### config.mk
export PLATFORM = sky130hd
export DESIGN_NAME = car_route_alarm
export DESIGN_NICKNAME = d
export VERILOG_FILES = /design/src/car_pkg.sv /design/src/car_cfg_if.sv /design/src/car_sync_qual.sv /design/src/car_route_alarm.sv
export SDC_FILE = /design/constraint.sdc
export NUM_CORES = 1
export LEC_CHECK = 0
export BUFFER_PORTS_ARGS = -buffer_cell sky130_fd_sc_hd__buf_2
export CAP_MARGIN = 5
export CORE_MARGIN = 2
export CORE_UTILIZATION = 35
export DETAILED_ROUTE_END_ITERATION = 12
export PLACE_DENSITY = 0.55
export SYNTH_ARGS = -nofsm -noshare
export SYNTH_HDL_FRONTEND = slang
export SYNTH_SLANG_ARGS = --single-unit
### constraint.sdc
create_clock -name sys_clk -period 3.4 [get_ports sys_clk]
set_input_delay 0.34 -clock sys_clk [delete_from_list [all_inputs] [get_ports sys_clk]]
set_output_delay 0.34 -clock sys_clk [all_outputs]
set_load 0.005 [all_outputs]
### src/car_pkg.sv
package car_pkg;
  // Register byte offsets
  localparam logic [7:0] OFS_CTRL      = 8'h00;
  localparam logic [7:0] OFS_ROUTE     = 8'h04;
  localparam logic [7:0] OFS_CLIP      = 8'h08;
  localparam logic [7:0] OFS_FAILTIME  = 8'h0C;
  localparam logic [7:0] OFS_AUX       = 8'h10;
  localparam logic [7:0] OFS_STATUS    = 8'h14;
  localparam logic [7:0] OFS_IRQ_STAT  = 8'h18;
  localparam logic [7:0] OFS_IRQ_EN    = 8'h1C;
  localparam logic [7:0] OFS_IRQ_CLR   = 8'h20;
  // CTRL field positions
  localparam int CTRL_LOWLAT   = 0;
  localparam int CTRL_FS48     = 1;
  localparam int CTRL_ENCMONO  = 2;
  localparam int CTRL_MONOSUM  = 3;
  localparam int CTRL_DECMONO  = 4;
  localparam int CTRL_MONOFILL = 5;
  localparam int CTRL_PHYALM   = 6;
  localparam int CTRL_DNSALM   = 7;
  localparam int CTRL_IPALM    = 8;
  localparam int CTRL_CLKMODE  = 9;   // 2 bits
  localparam int CTRL_NTPEN    = 11;
  // ROUTE field positions
  localparam int ROUTE_ADV     = 0;
  localparam int ROUTE_SELC    = 1;   // 2 bits
  localparam int ROUTE_SELD    = 3;   // 2 bits
  // AUX field positions
  localparam int AUX_BAUD      = 0;   // 3 bits
  localparam int AUX_EMBED     = 3;
  // Reset values: physical and IP alarms on, dynamic name alarm off
  localparam logic [31:0] CTRL_RESET  = 32'h0000_0142;
  localparam logic [31:0] CLIP_RESET  = 32'h0000_00F0;   // 24.0 dBu in 0.1 dB steps
  localparam logic [31:0] FAIL_RESET  = 32'h0000_4E20;   // Fail time in cycles
  localparam logic [2:0]  BAUD_MAX_EMBED = 3'h3;         // Index of 9600 baud
  localparam logic [2:0]  BAUD_MAX       = 3'h7;         // Index of 115200 baud
  // Interrupt bit positions
  localparam int IRQ_SYNC = 0;
  localparam int IRQ_IP   = 1;
  localparam int IRQ_PHY  = 2;
  localparam int IRQ_DNS  = 3;
  localparam int IRQ_W    = 4;
  localparam int SW       = 24;       // Extended sample width for sums

  typedef enum logic [1:0] {
    CLK_ASYM   = 2'h0,
    CLK_MASTER = 2'h1,
    CLK_SYSTIM = 2'h2,
    CLK_RSVD   = 2'h3
  } car_clkmode_t;

  typedef enum logic [1:0] {
    SRC_LEFT  = 2'h0,
    SRC_RIGHT = 2'h1,
    SRC_MIX   = 2'h2,
    SRC_RSV   = 2'h3
  } car_outsel_t;

  // Halved sum at extended width, no overflow
  function automatic logic [SW-1:0] car_half_sum(input logic [SW-1:0] a, input logic [SW-1:0] b);
    logic [SW:0] s;
    s = {a[SW-1], a} + {b[SW-1], b};
    return s[SW:1];
  endfunction : car_half_sum
endpackage : car_pkg

### src/car_cfg_if.sv
`timescale 1ns/1ps
interface car_cfg_if;
  import car_pkg::*;
  logic [31:0] failTime;
  logic        syncFault;
  logic        syncAlarm;
  modport ctrl (output failTime, output syncFault, input syncAlarm);
  modport qual (input failTime, input syncFault, output syncAlarm);
endinterface : car_cfg_if

### src/car_sync_qual.sv
`timescale 1ns/1ps
module car_sync_qual
  import car_pkg::*;
(
  // Clock and reset
  input  wire logic sys_clk,
  input  wire logic arst_n,
  // Configuration and alarm
  car_cfg_if.qual   cfg
);
  logic [31:0] cntReg, cntNext;
  logic        almReg, almNext;

  // Count continuous fault time; any gap restarts it
  always_comb begin
    cntNext = cntReg;
    almNext = 1'b0;
    if (!cfg.syncFault) begin
      cntNext = 32'h0000_0000;
    end else if (cntReg >= cfg.failTime) begin
      almNext = 1'b1;
    end else begin
      cntNext = cntReg + 32'h0000_0001;
    end
  end

  always_ff @(posedge sys_clk or negedge arst_n) begin
    if (!arst_n) begin
      cntReg <= 32'h0000_0000;
      almReg <= 1'b0;
    end else begin
      cntReg <= cntNext;
      almReg <= almNext;
    end
  end

  assign cfg.syncAlarm = almReg;

  a_sync_needs_fault: assert property (@(posedge sys_clk) disable iff (!arst_n)
    almReg |-> $past(cfg.syncFault)) else $error("sync alarm without fault");
endmodule : car_sync_qual

### src/car_route_alarm.sv
`timescale 1ns/1ps
// Overview of operation
// - Clip level register sets analog level equal to full scale, default 24 dBu.
// - Encoder bypasses input rate converter when low latency on and rate is 48 kHz.
// - Any non-48 kHz audio mode forces low latency off whatever the enable.
// - Encoder mono source, left or halved sum, applies only with mono algorithm.
// - Decoder mono output setting applies only to a mono stream.
// - Mono output drives left only; mono-fill also copies it to right.
// - Sync alarm raised only after fault persists the full configured fail time.
// - Asymmetric mode: encoder internal clock, decoder steers oscillator from packets.
// - System-time mode derives clock from system time; without network time, acts as master.
// - Routing disabled sends decoded left and right straight to outputs C and D, except with decoder mono output on a mono stream.
// - Routing enabled lets C and D each pick left, right or halved sum.
// - Decoder halved sum is formed after decoding and leaves stream untouched.
// - Empty de-jitter buffer signals IP connection loss unless that alarm is disabled.
// - Physical link loss raises nothing while the physical alarm is disabled.
// - Dynamic name alarm is off after reset and never raised while off.
// - Baud rate spans 1200 to 115200; embedded mode limits it to 9600.
// - Auxiliary data is duplex only as separate stream; embedded is one way.
// - Mono-fill and advanced routing are never active together.
module car_route_alarm
  import car_pkg::*;
(
  // Clock and reset
  input  wire logic            sys_clk,
  input  wire logic            arst_n,
  // APB slave
  input  wire logic            psel,
  input  wire logic            penable,
  input  wire logic            pwrite,
  input  wire logic [7:0]      paddr,
  input  wire logic [31:0]     pwdata,
  output logic      [31:0]     prdata,
  output logic                 pready,
  output logic                 pslverr,
  // Encoder audio in
  input  wire logic [SW-1:0]   encLeft,
  input  wire logic [SW-1:0]   encRight,
  output logic      [SW-1:0]   encMonoSrc,
  output logic                 srcBypass,
  // Decoder audio in and out
  input  wire logic [SW-1:0]   decLeft,
  input  wire logic [SW-1:0]   decRight,
  input  wire logic            decMonoStream,
  output logic      [SW-1:0]   outC,
  output logic      [SW-1:0]   outD,
  // Clocking selection
  output logic                 useInternalClk,
  output logic                 vcxoFromPackets,
  output logic                 clkFromSysTime,
  // Auxiliary data
  output logic      [2:0]      auxBaud,
  output logic                 auxRxEnable,
  // Alarm sources
  input  wire logic            syncFault,
  input  wire logic            jitterBufEmpty,
  input  wire logic            phyLinkLost,
  input  wire logic            dnsLost,
  output logic                 irq
);
  logic [31:0] ctrlReg, ctrlNext;
  logic [4:0]  routeReg, routeNext;
  logic [31:0] clipReg, clipNext;
  logic [31:0] failReg, failNext;
  logic [3:0]  auxReg, auxNext;
  logic [IRQ_W-1:0] stReg, stNext;
  logic [IRQ_W-1:0] enReg, enNext;
  logic [31:0] rdReg, rdNext;
  logic        rdyReg, rdyNext;
  logic        errReg, errNext;
  logic        irqReg, irqNext;
  logic [SW-1:0] encMonoReg, encMonoNext, cReg, cNext, dReg, dNext;
  logic        bypReg, bypNext;
  logic [2:0]  clkSelReg, clkSelNext;
  logic [2:0]  baudReg, baudNext;
  logic        auxRxReg, auxRxNext;
  logic [SW-1:0] decMix;
  logic        wrEn, rdEn, mapped;
  logic [IRQ_W-1:0] events;
  car_clkmode_t clkMode;

  car_cfg_if cfgBus ();

  // Fault persistence timer
  car_sync_qual uQual (
    .sys_clk (sys_clk),
    .arst_n  (arst_n),
    .cfg     (cfgBus)
  );
  assign cfgBus.failTime  = failReg;
  assign cfgBus.syncFault = syncFault;

  // Zero-wait APB: answer in the access cycle
  // Write lands at the access edge where the master sees pready high
  assign wrEn = psel && penable && pwrite && rdyReg;
  assign rdEn = psel && !penable && !pwrite;
  always_comb begin
    unique case (paddr)
      OFS_CTRL, OFS_ROUTE, OFS_CLIP, OFS_FAILTIME, OFS_AUX,
      OFS_STATUS, OFS_IRQ_STAT, OFS_IRQ_EN, OFS_IRQ_CLR: mapped = 1'b1;
      default: mapped = 1'b0;
    endcase
  end

  // Register writes and bus answer
  always_comb begin
    ctrlNext  = ctrlReg;
    routeNext = routeReg;
    clipNext  = clipReg;
    failNext  = failReg;
    auxNext   = auxReg;
    enNext    = enReg;
    rdNext    = rdReg;
    rdyNext   = psel && !penable;
    errNext   = psel && !penable && !mapped;
    if (wrEn) begin
      unique case (paddr)
        OFS_CTRL:     ctrlNext = {20'h0_0000, pwdata[11:0]};
        OFS_ROUTE: begin
          routeNext = pwdata[4:0];
          // Routing wins; mono-fill dropped so both never stand together
          if (pwdata[ROUTE_ADV]) ctrlNext[CTRL_MONOFILL] = 1'b0;
        end
        OFS_CLIP:     clipNext = pwdata;
        OFS_FAILTIME: failNext = pwdata;
        OFS_AUX: begin
          auxNext = pwdata[3:0];
          // Clamp rate to embedded ceiling
          if (pwdata[AUX_EMBED] && pwdata[2:0] > BAUD_MAX_EMBED) auxNext[2:0] = BAUD_MAX_EMBED;
        end
        OFS_IRQ_EN:   enNext = pwdata[IRQ_W-1:0];
        default: ;
      endcase
    end
    if (wrEn && paddr == OFS_CTRL && pwdata[CTRL_MONOFILL] && routeReg[ROUTE_ADV]) begin
      ctrlNext[CTRL_MONOFILL] = 1'b0;
    end
    if (rdEn) begin
      unique case (paddr)
        OFS_CTRL:     rdNext = ctrlReg;
        OFS_ROUTE:    rdNext = {27'h000_0000, routeReg};
        OFS_CLIP:     rdNext = clipReg;
        OFS_FAILTIME: rdNext = failReg;
        OFS_AUX:      rdNext = {28'h000_0000, auxReg};
        OFS_STATUS:   rdNext = {27'h000_0000, auxRxReg, clkSelReg, bypReg};
        OFS_IRQ_STAT: rdNext = {28'h000_0000, stReg};
        OFS_IRQ_EN:   rdNext = {28'h000_0000, enReg};
        default:      rdNext = 32'h0000_0000;
      endcase
    end
  end

  // Gated alarm events and sticky status; set beats clear
  always_comb begin
    events = '0;
    events[IRQ_SYNC] = cfgBus.syncAlarm;
    events[IRQ_IP]   = jitterBufEmpty && ctrlReg[CTRL_IPALM];
    events[IRQ_PHY]  = phyLinkLost && ctrlReg[CTRL_PHYALM];
    events[IRQ_DNS]  = dnsLost && ctrlReg[CTRL_DNSALM];
    stNext = stReg;
    if (wrEn && paddr == OFS_IRQ_CLR) stNext = stNext & ~pwdata[IRQ_W-1:0];
    stNext  = stNext | events;
    irqNext = |(stNext & enNext);
  end

  // Audio path and mode decode
  assign clkMode = car_clkmode_t'(ctrlReg[CTRL_CLKMODE +: 2]);
  assign decMix  = car_half_sum(decLeft, decRight);
  always_comb begin
    // Low latency only counts at 48 kHz
    bypNext = ctrlReg[CTRL_LOWLAT] && ctrlReg[CTRL_FS48];
    encMonoNext = encLeft;
    if (ctrlReg[CTRL_ENCMONO] && ctrlReg[CTRL_MONOSUM]) begin
      encMonoNext = car_half_sum(encLeft, encRight);
    end
    cNext = decLeft;
    dNext = decRight;
    if (routeReg[ROUTE_ADV]) begin
      unique case (car_outsel_t'(routeReg[ROUTE_SELC +: 2]))
        SRC_RIGHT: cNext = decRight;
        SRC_MIX:   cNext = decMix;
        default:   cNext = decLeft;
      endcase
      unique case (car_outsel_t'(routeReg[ROUTE_SELD +: 2]))
        SRC_LEFT: dNext = decLeft;
        SRC_MIX:  dNext = decMix;
        default:  dNext = decRight;
      endcase
    end else if (decMonoStream && ctrlReg[CTRL_DECMONO]) begin
      // Mono lands on left; right idles unless filled
      cNext = decLeft;
      dNext = ctrlReg[CTRL_MONOFILL] ? decLeft : '0;
    end
    unique case (clkMode)
      CLK_ASYM:   clkSelNext = 3'b011;
      CLK_SYSTIM: clkSelNext = ctrlReg[CTRL_NTPEN] ? 3'b100 : 3'b001;
      default:    clkSelNext = 3'b001;
    endcase
    baudNext  = auxReg[2:0];
    auxRxNext = !auxReg[AUX_EMBED];
  end

  // All state registers
  always_ff @(posedge sys_clk or negedge arst_n) begin
    if (!arst_n) begin
      ctrlReg    <= CTRL_RESET;
      routeReg   <= 5'h00;
      clipReg    <= CLIP_RESET;
      failReg    <= FAIL_RESET;
      auxReg     <= 4'h0;
      stReg      <= '0;
      enReg      <= '0;
      rdReg      <= 32'h0000_0000;
      rdyReg     <= 1'b0;
      errReg     <= 1'b0;
      irqReg     <= 1'b0;
      encMonoReg <= '0;
      cReg       <= '0;
      dReg       <= '0;
      bypReg     <= 1'b0;
      clkSelReg  <= 3'b011;
      baudReg    <= 3'h0;
      auxRxReg   <= 1'b1;
    end else begin
      ctrlReg    <= ctrlNext;
      routeReg   <= routeNext;
      clipReg    <= clipNext;
      failReg    <= failNext;
      auxReg     <= auxNext;
      stReg      <= stNext;
      enReg      <= enNext;
      rdReg      <= rdNext;
      rdyReg     <= rdyNext;
      errReg     <= errNext;
      irqReg     <= irqNext;
      encMonoReg <= encMonoNext;
      cReg       <= cNext;
      dReg       <= dNext;
      bypReg     <= bypNext;
      clkSelReg  <= clkSelNext;
      baudReg    <= baudNext;
      auxRxReg   <= auxRxNext;
    end
  end

  // Outputs straight from flops
  assign prdata          = rdReg;
  assign pready          = rdyReg;
  assign pslverr         = errReg;
  assign irq             = irqReg;
  assign encMonoSrc      = encMonoReg;
  assign srcBypass       = bypReg;
  assign outC            = cReg;
  assign outD            = dReg;
  assign useInternalClk  = clkSelReg[0];
  assign vcxoFromPackets = clkSelReg[1];
  assign clkFromSysTime  = clkSelReg[2];
  assign auxBaud         = baudReg;
  assign auxRxEnable     = auxRxReg;

  // Checks
  a_bypass_needs48: assert property (@(posedge sys_clk) disable iff (!arst_n)
    srcBypass |-> $past(ctrlReg[CTRL_FS48])) else $error("bypass outside 48 kHz");
  a_ip_alarm_gate: assert property (@(posedge sys_clk) disable iff (!arst_n)
    (jitterBufEmpty && ctrlReg[CTRL_IPALM]) |=> stReg[IRQ_IP]) else $error("ip loss not flagged");
  a_phy_alarm_off: assert property (@(posedge sys_clk) disable iff (!arst_n)
    (!ctrlReg[CTRL_PHYALM] && !stReg[IRQ_PHY]) |=> !stReg[IRQ_PHY])
    else $error("phy alarm while disabled");
  a_dns_alarm_off: assert property (@(posedge sys_clk) disable iff (!arst_n)
    (!ctrlReg[CTRL_DNSALM] && !stReg[IRQ_DNS] && !(wrEn && paddr == OFS_CTRL)) |=> !stReg[IRQ_DNS])
    else $error("dns alarm while disabled");
  a_fill_route_excl: assert property (@(posedge sys_clk) disable iff (!arst_n)
    !(ctrlReg[CTRL_MONOFILL] && routeReg[ROUTE_ADV])) else $error("mono-fill with routing");
  a_embed_baud_cap: assert property (@(posedge sys_clk) disable iff (!arst_n)
    auxReg[AUX_EMBED] |-> auxReg[2:0] <= BAUD_MAX_EMBED) else $error("embedded baud too high");
  a_embed_simplex: assert property (@(posedge sys_clk) disable iff (!arst_n)
    auxReg[AUX_EMBED] |=> !auxRxEnable) else $error("embedded duplex");
  a_direct_route: assert property (@(posedge sys_clk) disable iff (!arst_n)
    (!routeReg[ROUTE_ADV] && !decMonoStream) |=> outC == $past(decLeft) && outD == $past(decRight))
    else $error("direct route broken");
  a_ntp_off_master: assert property (@(posedge sys_clk) disable iff (!arst_n)
    (clkMode == CLK_SYSTIM && !ctrlReg[CTRL_NTPEN]) |=> useInternalClk && !clkFromSysTime)
    else $error("systime without ntp not master");
  c_ip_loss: cover property (@(posedge sys_clk) disable iff (!arst_n) stReg[IRQ_IP] && irq);
  c_sync_alarm: cover property (@(posedge sys_clk) disable iff (!arst_n) cfgBus.syncAlarm);
  c_route_mix: cover property (@(posedge sys_clk) disable iff (!arst_n)
    routeReg[ROUTE_ADV] && routeReg[ROUTE_SELC +: 2] == 2'h2);
endmodule : car_route_alarm

==> impl_metrics.ini, run 1 <==
[global_routing]
grt_max_degree = 102
grt.total_usage = 0.2046
via_count_of_the_first_global_routing_pass = 12560
grt_antenna_before_repair = 5
global_route.overflow_total = 0
grt_first_pass_wirelength_um = 68920

[min_path]
end_point_of_the_most_critical_hold_path = encMonoSrc[9]
min_from = encLeft[9]
hold_class = input port to flip-flop
hold_path_depth = 3

[logic_synthesis]
avgSynthCellArea_um2 = 9.628
synthCells = 1482
yosysWarningCount = 0
edff_count_synth = 0
ys_types = 71
mappedNetlistNets = 1711
async_flop_share = 1.000
synth.yosys.seq_area_share = 0.4240
synth_area_mm2 = 0.01427
synth.ff_latch_count = 241
ys.flop_type = sky130_fd_sc_hd__dfrtp_1

[sta]
max_freq_mhz = 332.9
worst_hold_slack_ns = 0.03325
tns_ns = 0
timing_max_transition_violations_final = 0
finalCritPeriodShare = 0.8834
unrepaired_setup_endpoints_after_global_routing = false
slew_headroom = 0.2366
final-setup-viol-count = 0
worst_pin_slew_ns = 1.145
timing.final.crit_period_ns = 3.004
clock-skew-final_ns = 0.02128
final_worst_slack_ns = 0.3964
report.final.hold_viol_count = 0

[worst_setup_path]
worstSetupStartpointType = input port
timing.critical_path.slowest_stage_cell = sky130_fd_sc_hd__dlygate4sd3_1
reg2reg_depth = 8
critPathKind = input port to flip-flop
crit_path_max_fanout = 5
cp_data_required_time_ns = 3.84
critPathArrivalTime_ns = 3.44
ff2ff_setup_slack_ns = 0.46
timing.critical_path.cells = dlygate4sd3_1, buf_2, and2_1, fa_1, a21o_1, a221oi_1, buf_4, o211ai_1, a21o_1, a221oi_1, nor2b_1, xor2_1, o21ai_0
timing.rr.start = cfgBus.failTime[9]
critical_path.reg2reg.endpoint = uQual.cntReg[14]
critical_path.max_stage_delay_ns = 0.53
timing.critical_path.to_type = flip-flop

[power_and_ir_drop]
combPwrFrac = 0.144
report.power.total_mw = 6.997
clockPowerShare = 0.434
p_sw_frac = 0.2703
irDropWorstVdd_mv = 0.3851
pwr-share-seq = 0.422
p_sw_mw = 1.891
power_per_cell_area_mw_per_mm2 = 397.8
leakagePower_nw = 8.301
cell_internal_pwr_mw = 5.106

[clock_tree]
clock_latency_ns = 0.59
cts-root-buf = sky130_fd_sc_hd__clkbuf_16
cts.sinks = 241
max-clock-path-buffers = 3
numCtsBuffers = 29
h-tree-depth = 1
cts.clk_slew.worst_paths_ns = 0.06
tritoncts = built

[status]
result_of_the_run = finished, final reports clean

[drt]
drt-total-wl_um = 43690
drt_first_pass_iters = 4
iteration_0_drc_count_of_the_detailed_router = 665
route.vias.total = 12590
route.antenna.remaining_nets = 0
total_drc_errors_in_the_routed_layout = 0
post_drt_wl_per_cell_um = 18.80
post_drt_via_cell_ratio = 5.416

[die]
fp.dieArea_mm2 = 0.04240
rows = 73
top_level_pins = 261
floorplan.initialDensity = 0.3567
die_y_um = 205.9
fp.coreArea_mm2 = 0.04001
fp.dieW_um = 205.9

[placement]
placement.setup.worst_slack_ns = 0.3682
gp_congestion = 0.9296
place.detailed.hpwl_um = 31370
port-buffer-count = 260
placement.cell_area_mm2 = 0.01619

[cells_and_area]
fill_cells = 3904
synthToLayoutAreaGrowth_pct = 23.27
post_route_cells_drive_above_1_share = 0.2454
mostFrequentLayoutCells = 259 x sky130_fd_sc_hd__buf_2, 226 x sky130_fd_sc_hd__dfrtp_1, 135 x sky130_fd_sc_hd__nand2_1
final_cell_area_mm2 = 0.01759
layout.cells.most_common = sky130_fd_sc_hd__buf_2
finalNetCount = 2003

[flow_run]
max_cap_violations = 0
-- what timing repair did --
action | in CTS | in global routing
setup buffers | 0 | 0
hold endpoints to repair | 157 | 0
gates resized for setup | 0 | 0
hold buffers | 48 | 0
-- flip-flops by register name (all words and copies together), names as in the netlist, 12 cells and up --
register and count:
clipReg 32, prdata 32, ctrlReg 12, encMonoSrc 24, cfgBus.failTime 32, outD 24, outC 24, uQual.cntReg 32
-- power by group through the flow --
| stage | clock network, mW | logic, mW | registers [mW] |
|---|---|---|---|
| after floorplan | 0 | 0.544 | 3.01 |
| after global placement | 0 | 0.948 | 3.00 |
| after detailed placement | 0 | 0.959 | 3.01 |
| after CTS | 3.11 | 1.01 | 2.96 |
| after global routing | 3.21 | 1.13 | 2.96 |
| final | 3.03 | 1.01 | 2.95 |
-- cell families (layout without fill, tap and decap cells) --
group,count (synthesis),after routing,synth area share
AO/OA/AOI/OAI,394,394,0.1818
XOR/XNOR,39,39,0.02394
flip-flops,241,241,0.4240
other,0,2,0
buffers and inverters,135,450,0.03639
AND/OR/NAND/NOR,447,447,0.1521
multiplexers,143,143,0.1080
adder cells (fa/ha/maj),83,83,0.07383
-- critical path, delay by kind of cell --
kind	cells	cell delay (ns)
AOI/OAI and AO/OA	6	1.31
buffers and inverters	3	0.84
adders and majority gates	1	0.42
and+or+nand+nor	2	0.37
xor gates and xnor gates	1	0.15
-- layout make-up --
cell class	count	area [um2]	share of cell area
inverter	59	221.5	0.01259
clock buffer	49	840.8	0.04780
timing repair buffer	337	2034	0.1157
antenna	2	5.005	0.0002845
tap	525	656.9	0.03735
multi-input combinational	1106	7712	0.4385
clock inverter	5	68.82	0.003912
sequential	241	6050	0.3439
-- cell usage after synthesis, types with 14 or more instances --
| cell | n | area [um2] |
|---|---|---|
| sky130_fd_sc_hd__nor2_1 | 117 | 439.2 |
| sky130_fd_sc_hd__mux2_2 | 87 | 979.7 |
| sky130_fd_sc_hd__a21oi_1 | 96 | 480.5 |
| sky130_fd_sc_hd__xnor2_1 | 25 | 219.0 |
| sky130_fd_sc_hd__o41ai_1 | 14 | 122.6 |
| sky130_fd_sc_hd__dfrtp_1 | 226 | 5655 |
| sky130_fd_sc_hd__xor2_1 | 14 | 122.6 |
| sky130_fd_sc_hd__a21o_1 | 35 | 262.8 |
| sky130_fd_sc_hd__a221oi_1 | 28 | 245.2 |
| sky130_fd_sc_hd__nand4_1 | 16 | 100.1 |
| sky130_fd_sc_hd__and3_1 | 27 | 168.9 |
| sky130_fd_sc_hd__nand2_1 | 135 | 506.7 |
| sky130_fd_sc_hd__nand2b_1 | 28 | 175.2 |
| sky130_fd_sc_hd__inv_1 | 57 | 214.0 |
| sky130_fd_sc_hd__a211oi_1 | 30 | 225.2 |
| sky130_fd_sc_hd__o21ai_0 | 82 | 410.4 |
| sky130_fd_sc_hd__nor3_1 | 20 | 100.1 |
| sky130_fd_sc_hd__o22ai_1 | 20 | 125.1 |
| sky130_fd_sc_hd__nand3_1 | 37 | 185.2 |
| sky130_fd_sc_hd__dfstp_2 | 15 | 394.1 |
| sky130_fd_sc_hd__mux2i_1 | 55 | 550.5 |
| sky130_fd_sc_hd__clkbuf_1 | 55 | 206.5 |
| sky130_fd_sc_hd__ha_1 | 81 | 1013 |
-- worst max-delay path by stage --
stage,depth (start not counted),end,start
2_1_floorplan,10,encMonoSrc[19],encLeft[0]
4_1_cts,13,encMonoSrc[19],encLeft[0]
5_1_grt,13,encMonoSrc[19],encLeft[0]
3_5_place_dp,12,encMonoSrc[19],encLeft[0]
6_report,13,encMonoSrc[19],encLeft[0]
3_3_place_gp,12,encMonoSrc[19],encLeft[0]
-- per-layer routing --
layer  GRT usage  vias up  share of wire
met5           0        -        0.00076
met4     0.06607        6          0.030
met3     0.03879       78          0.067
met2      0.3385      410           0.46
met1      0.2698     6069           0.44
li1            -     6023              -
-- through the flow --
step | std cells | util
floorplan | 1482 | -
global placement | 2220 | 0.4048
detailed placement | 2220 | 0.4048
CTS | 2322 | 0.4395
global route | 2324 | 0.4397
finish | 2324 | 0.4397
Power figures use the tool's default switching activity.
==> run 2, diff against run 1 <==
Settings changed: BUFFER_PORTS_ARGS -buffer_cell sky130_fd_sc_hd__buf_2 to -buffer_cell sky130_fd_sc_hd__buf_4.
==> run 2 against run 1 <==
Clock skew fell by 0.011 ns. Largest power group unchanged. Critical endpoint unchanged. Non-clock buffer count fell by 1. Worst setup slack got worse by 0.0087 ns. Wire length fell by 0.52%. Maximum frequency fell by 0.29%. First-iteration DRC count fell by 13%. Count of clock-buffer cells in the layout fell by 9. Final area rose by 4.0%. Global-route usage fell by 0.10 points.
==> impl_metrics.ini, run 2 (synthesis gave the netlist of run 1 again) <==
[worst_setup_path]
reg2reg_depth = 8
cp_bufs_invs = 3
worstSetupPathDepth = 13
critPathKind = input port to flip-flop
timing.critical_path.to_type = flip-flop
crit_path_max_fanout = 5
cp_top_family = compound AO/OA/AOI/OAI gates
critPathArrivalTime_ns = 3.44
cp_data_required_time_ns = 3.83
timing.critical_path.slowest_stage_cell = sky130_fd_sc_hd__dlygate4sd3_1
critical_path.max_stage_delay_ns = 0.54
timing.critical_path.cells = dlygate4sd3_1, buf_4, and2_1, fa_1, a21o_1, a221oi_1, buf_4, o211ai_1, a21o_1, a221oi_1, nor2b_1, xor2_1, o21ai_0
worstSetupStartpointType = input port

[die]
fp.dieArea_mm2 = 0.04240
fp.dieW_um = 205.9
die_y_um = 205.9
rows = 73
floorplan.initialDensity = 0.3567
fp.coreArea_mm2 = 0.04001
top_level_pins = 261

[drt]
route.vias.total = 12600
route.antenna.remaining_nets = 0
total_drc_errors_in_the_routed_layout = 0
post_drt_wl_per_cell_um = 18.72
iteration_0_drc_count_of_the_detailed_router = 576
drt-total-wl_um = 43460
drt_first_pass_iters = 5
post_drt_via_cell_ratio = 5.425

[flow_run]
max_cap_violations = 0

[power_and_ir_drop]
leakagePower_nw = 8.530
report.power.total_mw = 7.209
irDropWorstVdd_mv = 0.3501
power_per_cell_area_mw_per_mm2 = 394.2

[global_routing]
grt_antenna_before_repair = 3
via_count_of_the_first_global_routing_pass = 12490
grt_first_pass_wirelength_um = 68420
grt_max_degree = 82
grt.total_usage = 0.2035
global_route.overflow_total = 0

[cells_and_area]
fill_cells = 3904
mostFrequentLayoutCells = 288 x sky130_fd_sc_hd__buf_4, 226 x sky130_fd_sc_hd__dfrtp_1, 135 x sky130_fd_sc_hd__nand2_1
post-route-util = 0.4572
finalNetCount = 2002
finish.cell_count_without_fillers = 2322
post_route_cells_drive_above_1_share = 0.2524
layout.cells.most_common = sky130_fd_sc_hd__buf_4
synthToLayoutAreaGrowth_pct = 28.17

[sta]
finalCritPeriodShare = 0.8860
worst_pin_slew_ns = 1.060
timing.final.crit_period_ns = 3.012
unrepaired_setup_endpoints_after_global_routing = false
tns_ns = 0
report.final.hold_viol_count = 0
timing_max_transition_violations_final = 0
clock-skew-final_ns = 0.01002
final-setup-viol-count = 0
slew_headroom = 0.2932
max_freq_mhz = 332.0

[placement]
place.detailed.hpwl_um = 31820
gp_congestion = 0.9101
port-buffer-count = 260
post-place-cells = 2223

[clock_tree]
hold_buffers = 44
cts.clk_slew.worst_paths_ns = 0.06
numCtsBuffers = 29
cts.repair.resized = 0
clock_latency_ns = 0.57
h-tree-depth = 1
tritoncts = built
cts-root-buf = sky130_fd_sc_hd__clkbuf_16
postCtsSetupBuffers = 0
max-clock-path-buffers = 3
cts.sinks = 241

[min_path]
hold_path_depth = 3
hold_class = input port to flip-flop

[status]
result_of_the_run = finished, final reports clean
run 2: cell types whose count changed in the layout (fill, tap and decap cells not counted), sizes merged:
cell | previous run | this run
clkinvlp | 0 | 2
clkinv | 4 | 9
inv | 59 | 58
buf | 289 | 292
clkbuf | 49 | 40
bufinv | 1 | 3
dlygate4sd3 | 48 | 44
run 2: worst paths after layout:
kind / from / endpoint / slack, ns
min: encLeft[9] / encMonoSrc[9] / 0.02
max: encLeft[0] / encMonoSrc[19] / 0.39
min in group asynchronous: arst_n / outC[17] / 0.36
max in group asynchronous: arst_n / cfgBus.failTime[10] / 2.14
min reg2reg: auxReg[3] / auxRxEnable / 0.40
max reg2reg: cfgBus.failTime[9] / uQual.cntReg[14] / 0.42
run 2: tightest hold or removal path, delay by kind of cell:
kind / cells / cell delay [ns]
AOI/OAI and AO/OA: 1 / 0.07
and+or+nand+nor: 1 / 0.04
buffers and inverters: 1 / 0.09
run 2: final cells by class:
type	instances	area [um2]	area share
clock inverters	13	148.9	0.008141
repair buffers	336	2678	0.1464
diodes	2	5.005	0.0002737
well taps	525	656.9	0.03592
inverters	59	221.5	0.01211
clock buffers	40	817.0	0.04467
multi-input cells	1106	7712	0.4217
flip-flops and latches	241	6050	0.3308
run 2: per-stage QoR:
stage / setup slack, ns / area (um2) / hold slack, ns
after detailed placement: 0.3495 / 16880 / 0.3846
after CTS: 0.3923 / 18280 / 0.0008176
after global routing: 0.1892 / 18290 / 0.007256
final: 0.3877 / 18290 / 0.01757
after floorplan: 0.6745 / 14270 / 0.04441
after global placement: 0.4110 / 16880 / 0.3761
run 2: per-layer routing:
| metal | track usage | wire, um |
|---|---|---|
| met5 | 0 | 11 |
| met4 | 0.05867 | 1051 |
| met3 | 0.04163 | 2976 |
| met2 | 0.3335 | 19920 |
| met1 | 0.2722 | 19500 |
run 2: power by group:
group          internal (mW)  switching [mW]
sequential              2.93          0.0252
combinational          0.493           0.586
clock                   1.90            1.28
total                   5.32            1.89
==> run 3, diff against run 2 <==
Settings changed: CAP_MARGIN 5 to unset.
Clock period 3.4 ns to 3.45 ns, I/O delays scaled along.
==> run 3 against run 2 <==
Clock skew increased by 0.017 ns. Clock power about the same. Largest power group unchanged. Combinational power barely moved. Critical path depth decreased by 5. Count of clock-buffer cells in the layout unchanged. Sequential power down 2%. Register-to-register slack gained 0.08 ns.
==> impl_metrics.ini, run 3 (synthesis gave the netlist of run 1 again) <==
[drt]
drt-total-wl_um = 43400
post_drt_wl_per_cell_um = 18.71
drt_first_pass_iters = 4
post_drt_via_cell_ratio = 5.415
route.antenna.remaining_nets = 0
total_drc_errors_in_the_routed_layout = 0
route.vias.total = 12560
iteration_0_drc_count_of_the_detailed_router = 643

[cells_and_area]
synthToLayoutAreaGrowth_pct = 28.24
mostFrequentLayoutCells = 288 x sky130_fd_sc_hd__buf_4, 226 x sky130_fd_sc_hd__dfrtp_1, 135 x sky130_fd_sc_hd__nand2_1
layout.cells.most_common = sky130_fd_sc_hd__buf_4
fill_cells = 3846
finalNetCount = 2002
n_antenna_cell = 0
post_route_cells_drive_above_1_share = 0.2518

[clock_tree]
tritoncts = built
numCtsBuffers = 28
clock_latency_ns = 0.58
cts.sinks = 241
cts.repair.resized = 0
h-tree-depth = 1
cts-root-buf = sky130_fd_sc_hd__clkbuf_16
max-clock-path-buffers = 3
cts.clk_slew.worst_paths_ns = 0.07

[sta]
worst_hold_slack_ns = 0.02840
final-setup-viol-count = 0
tns_ns = 0
clock-skew-final_ns = 0.02744
max_freq_mhz = 338.7
worst_pin_slew_ns = 1.069
timing_max_transition_violations_final = 0
unrepaired_setup_endpoints_after_global_routing = false
report.final.hold_viol_count = 0
timing.final.crit_period_ns = 2.952
slew_headroom = 0.2877
finalCritPeriodShare = 0.8557

[global_routing]
grt.total_usage = 0.2031
grt_first_pass_wirelength_um = 68340
grt_max_degree = 79
grt_antenna_before_repair = 1
via_count_of_the_first_global_routing_pass = 12310
global_route.overflow_total = 0

[status]
result_of_the_run = finished, final reports clean

[die]
fp.dieArea_mm2 = 0.04240
fp.dieW_um = 205.9
floorplan.initialDensity = 0.3567
rows = 73
fp.coreArea_mm2 = 0.04001
die_y_um = 205.9
top_level_pins = 261

[placement]
gp_congestion = 0.9111
place.detailed.hpwl_um = 31840
port-buffer-count = 260

[worst_setup_path]
crit_path_max_fanout = 45
timing.critical_path.slowest_stage_cell = sky130_fd_sc_hd__or4_1
cp_data_required_time_ns = 3.91
critPathKind = flip-flop to flip-flop
cp_top_family = simple AND/OR/NAND/NOR gates
cp_bufs_invs = 2
critPathArrivalTime_ns = 3.41
timing.critical_path.to_type = flip-flop
critical_path.max_stage_delay_ns = 0.55
worstSetupStartpointType = flip-flop
timing.critical_path.cells = inv_1, ha_1, a2111oi_0, a311oi_2, or2_1, buf_12, or4_1, mux2i_1

[power_and_ir_drop]
leakagePower_nw = 8.532
power_per_cell_area_mw_per_mm2 = 389.0
irDropWorstVdd_mv = 0.2741

[min_path]
hold_class = input port to flip-flop

[flow_run]
max_cap_violations = 0
==> run 3: through the flow <==
stage          instance area (um2)    util  instances  power (mW)  worst slack (ns)
2_1_floorplan                14270       -       1482       3.502            0.7195
3_3_place_gp                 16860  0.4214       2222       3.975            0.5141
3_5_place_dp                 16860  0.4214       2222       3.983            0.5147
4_1_cts                      18300  0.4574       2320       7.209            0.4903
5_1_grt                      18300  0.4574       2320       7.444            0.2844
6_report                     18300  0.4574       2320       7.119            0.4977
==> run 3: where the power goes <==
group          internal (mW)  switching [mW]
registers               2.89          0.0253
logic                  0.485           0.579
clock network           1.87            1.27
==> run 3: worst paths after layout <==
kind | start | to | slack, ns | depth (start not counted)
hold reg to reg | auxReg[3] | auxRxEnable | 0.39 | 1
setup reg to reg | cfgBus.failTime[9] | uQual.cntReg[14] | 0.50 | 8
max in group asynchronous | arst_n | clkSelReg[0] | 2.11 | 3
setup / recovery | cfgBus.failTime[9] | uQual.cntReg[14] | 0.50 | 8
min in group asynchronous | arst_n | outD[0] | 0.33 | 2
hold / removal | pwdata[5] | cfgBus.failTime[5] | 0.03 | 2
==> run 3: worst reg2reg max path, cell delays in order (launching register included) <==
cell and delay (ns):
sky130_fd_sc_hd__dfstp_2 0.54, sky130_fd_sc_hd__inv_1 0.04, sky130_fd_sc_hd__ha_1 0.29, sky130_fd_sc_hd__a2111oi_0 0.50, sky130_fd_sc_hd__a311oi_2 0.26, sky130_fd_sc_hd__or2_1 0.33
sky130_fd_sc_hd__buf_12 0.19, sky130_fd_sc_hd__or4_1 0.56, sky130_fd_sc_hd__mux2i_1 0.14
==> run 3: repair_timing <==
| item | in CTS | in global routing |
|---|---|---|
| hold endpoints to repair | 140 | 0 |
| hold buffers | 46 | 0 |
| buffers inserted | 0 | 0 |
==> run 3: metal layers <==
layer  up-vias  track usage  wire length, um
li1       6021            -                -
met1      6050       0.2717            19070
met2       420       0.3331            20010
met3        69      0.04052             3305
met4         2      0.05918             1007
met5         -            0               11
==> run 3: cell type report <==
class / instances / area (um2) / share of cell area
clock inverters: 12 / 165.2 / 0.009026
inverters: 59 / 221.5 / 0.01210
flip-flops and latches: 241 / 6050 / 0.3306
clock buffers: 40 / 815.8 / 0.04458
multi-input cells: 1106 / 7712 / 0.4215
well taps: 525 / 656.9 / 0.03590
repair buffers: 337 / 2678 / 0.1463
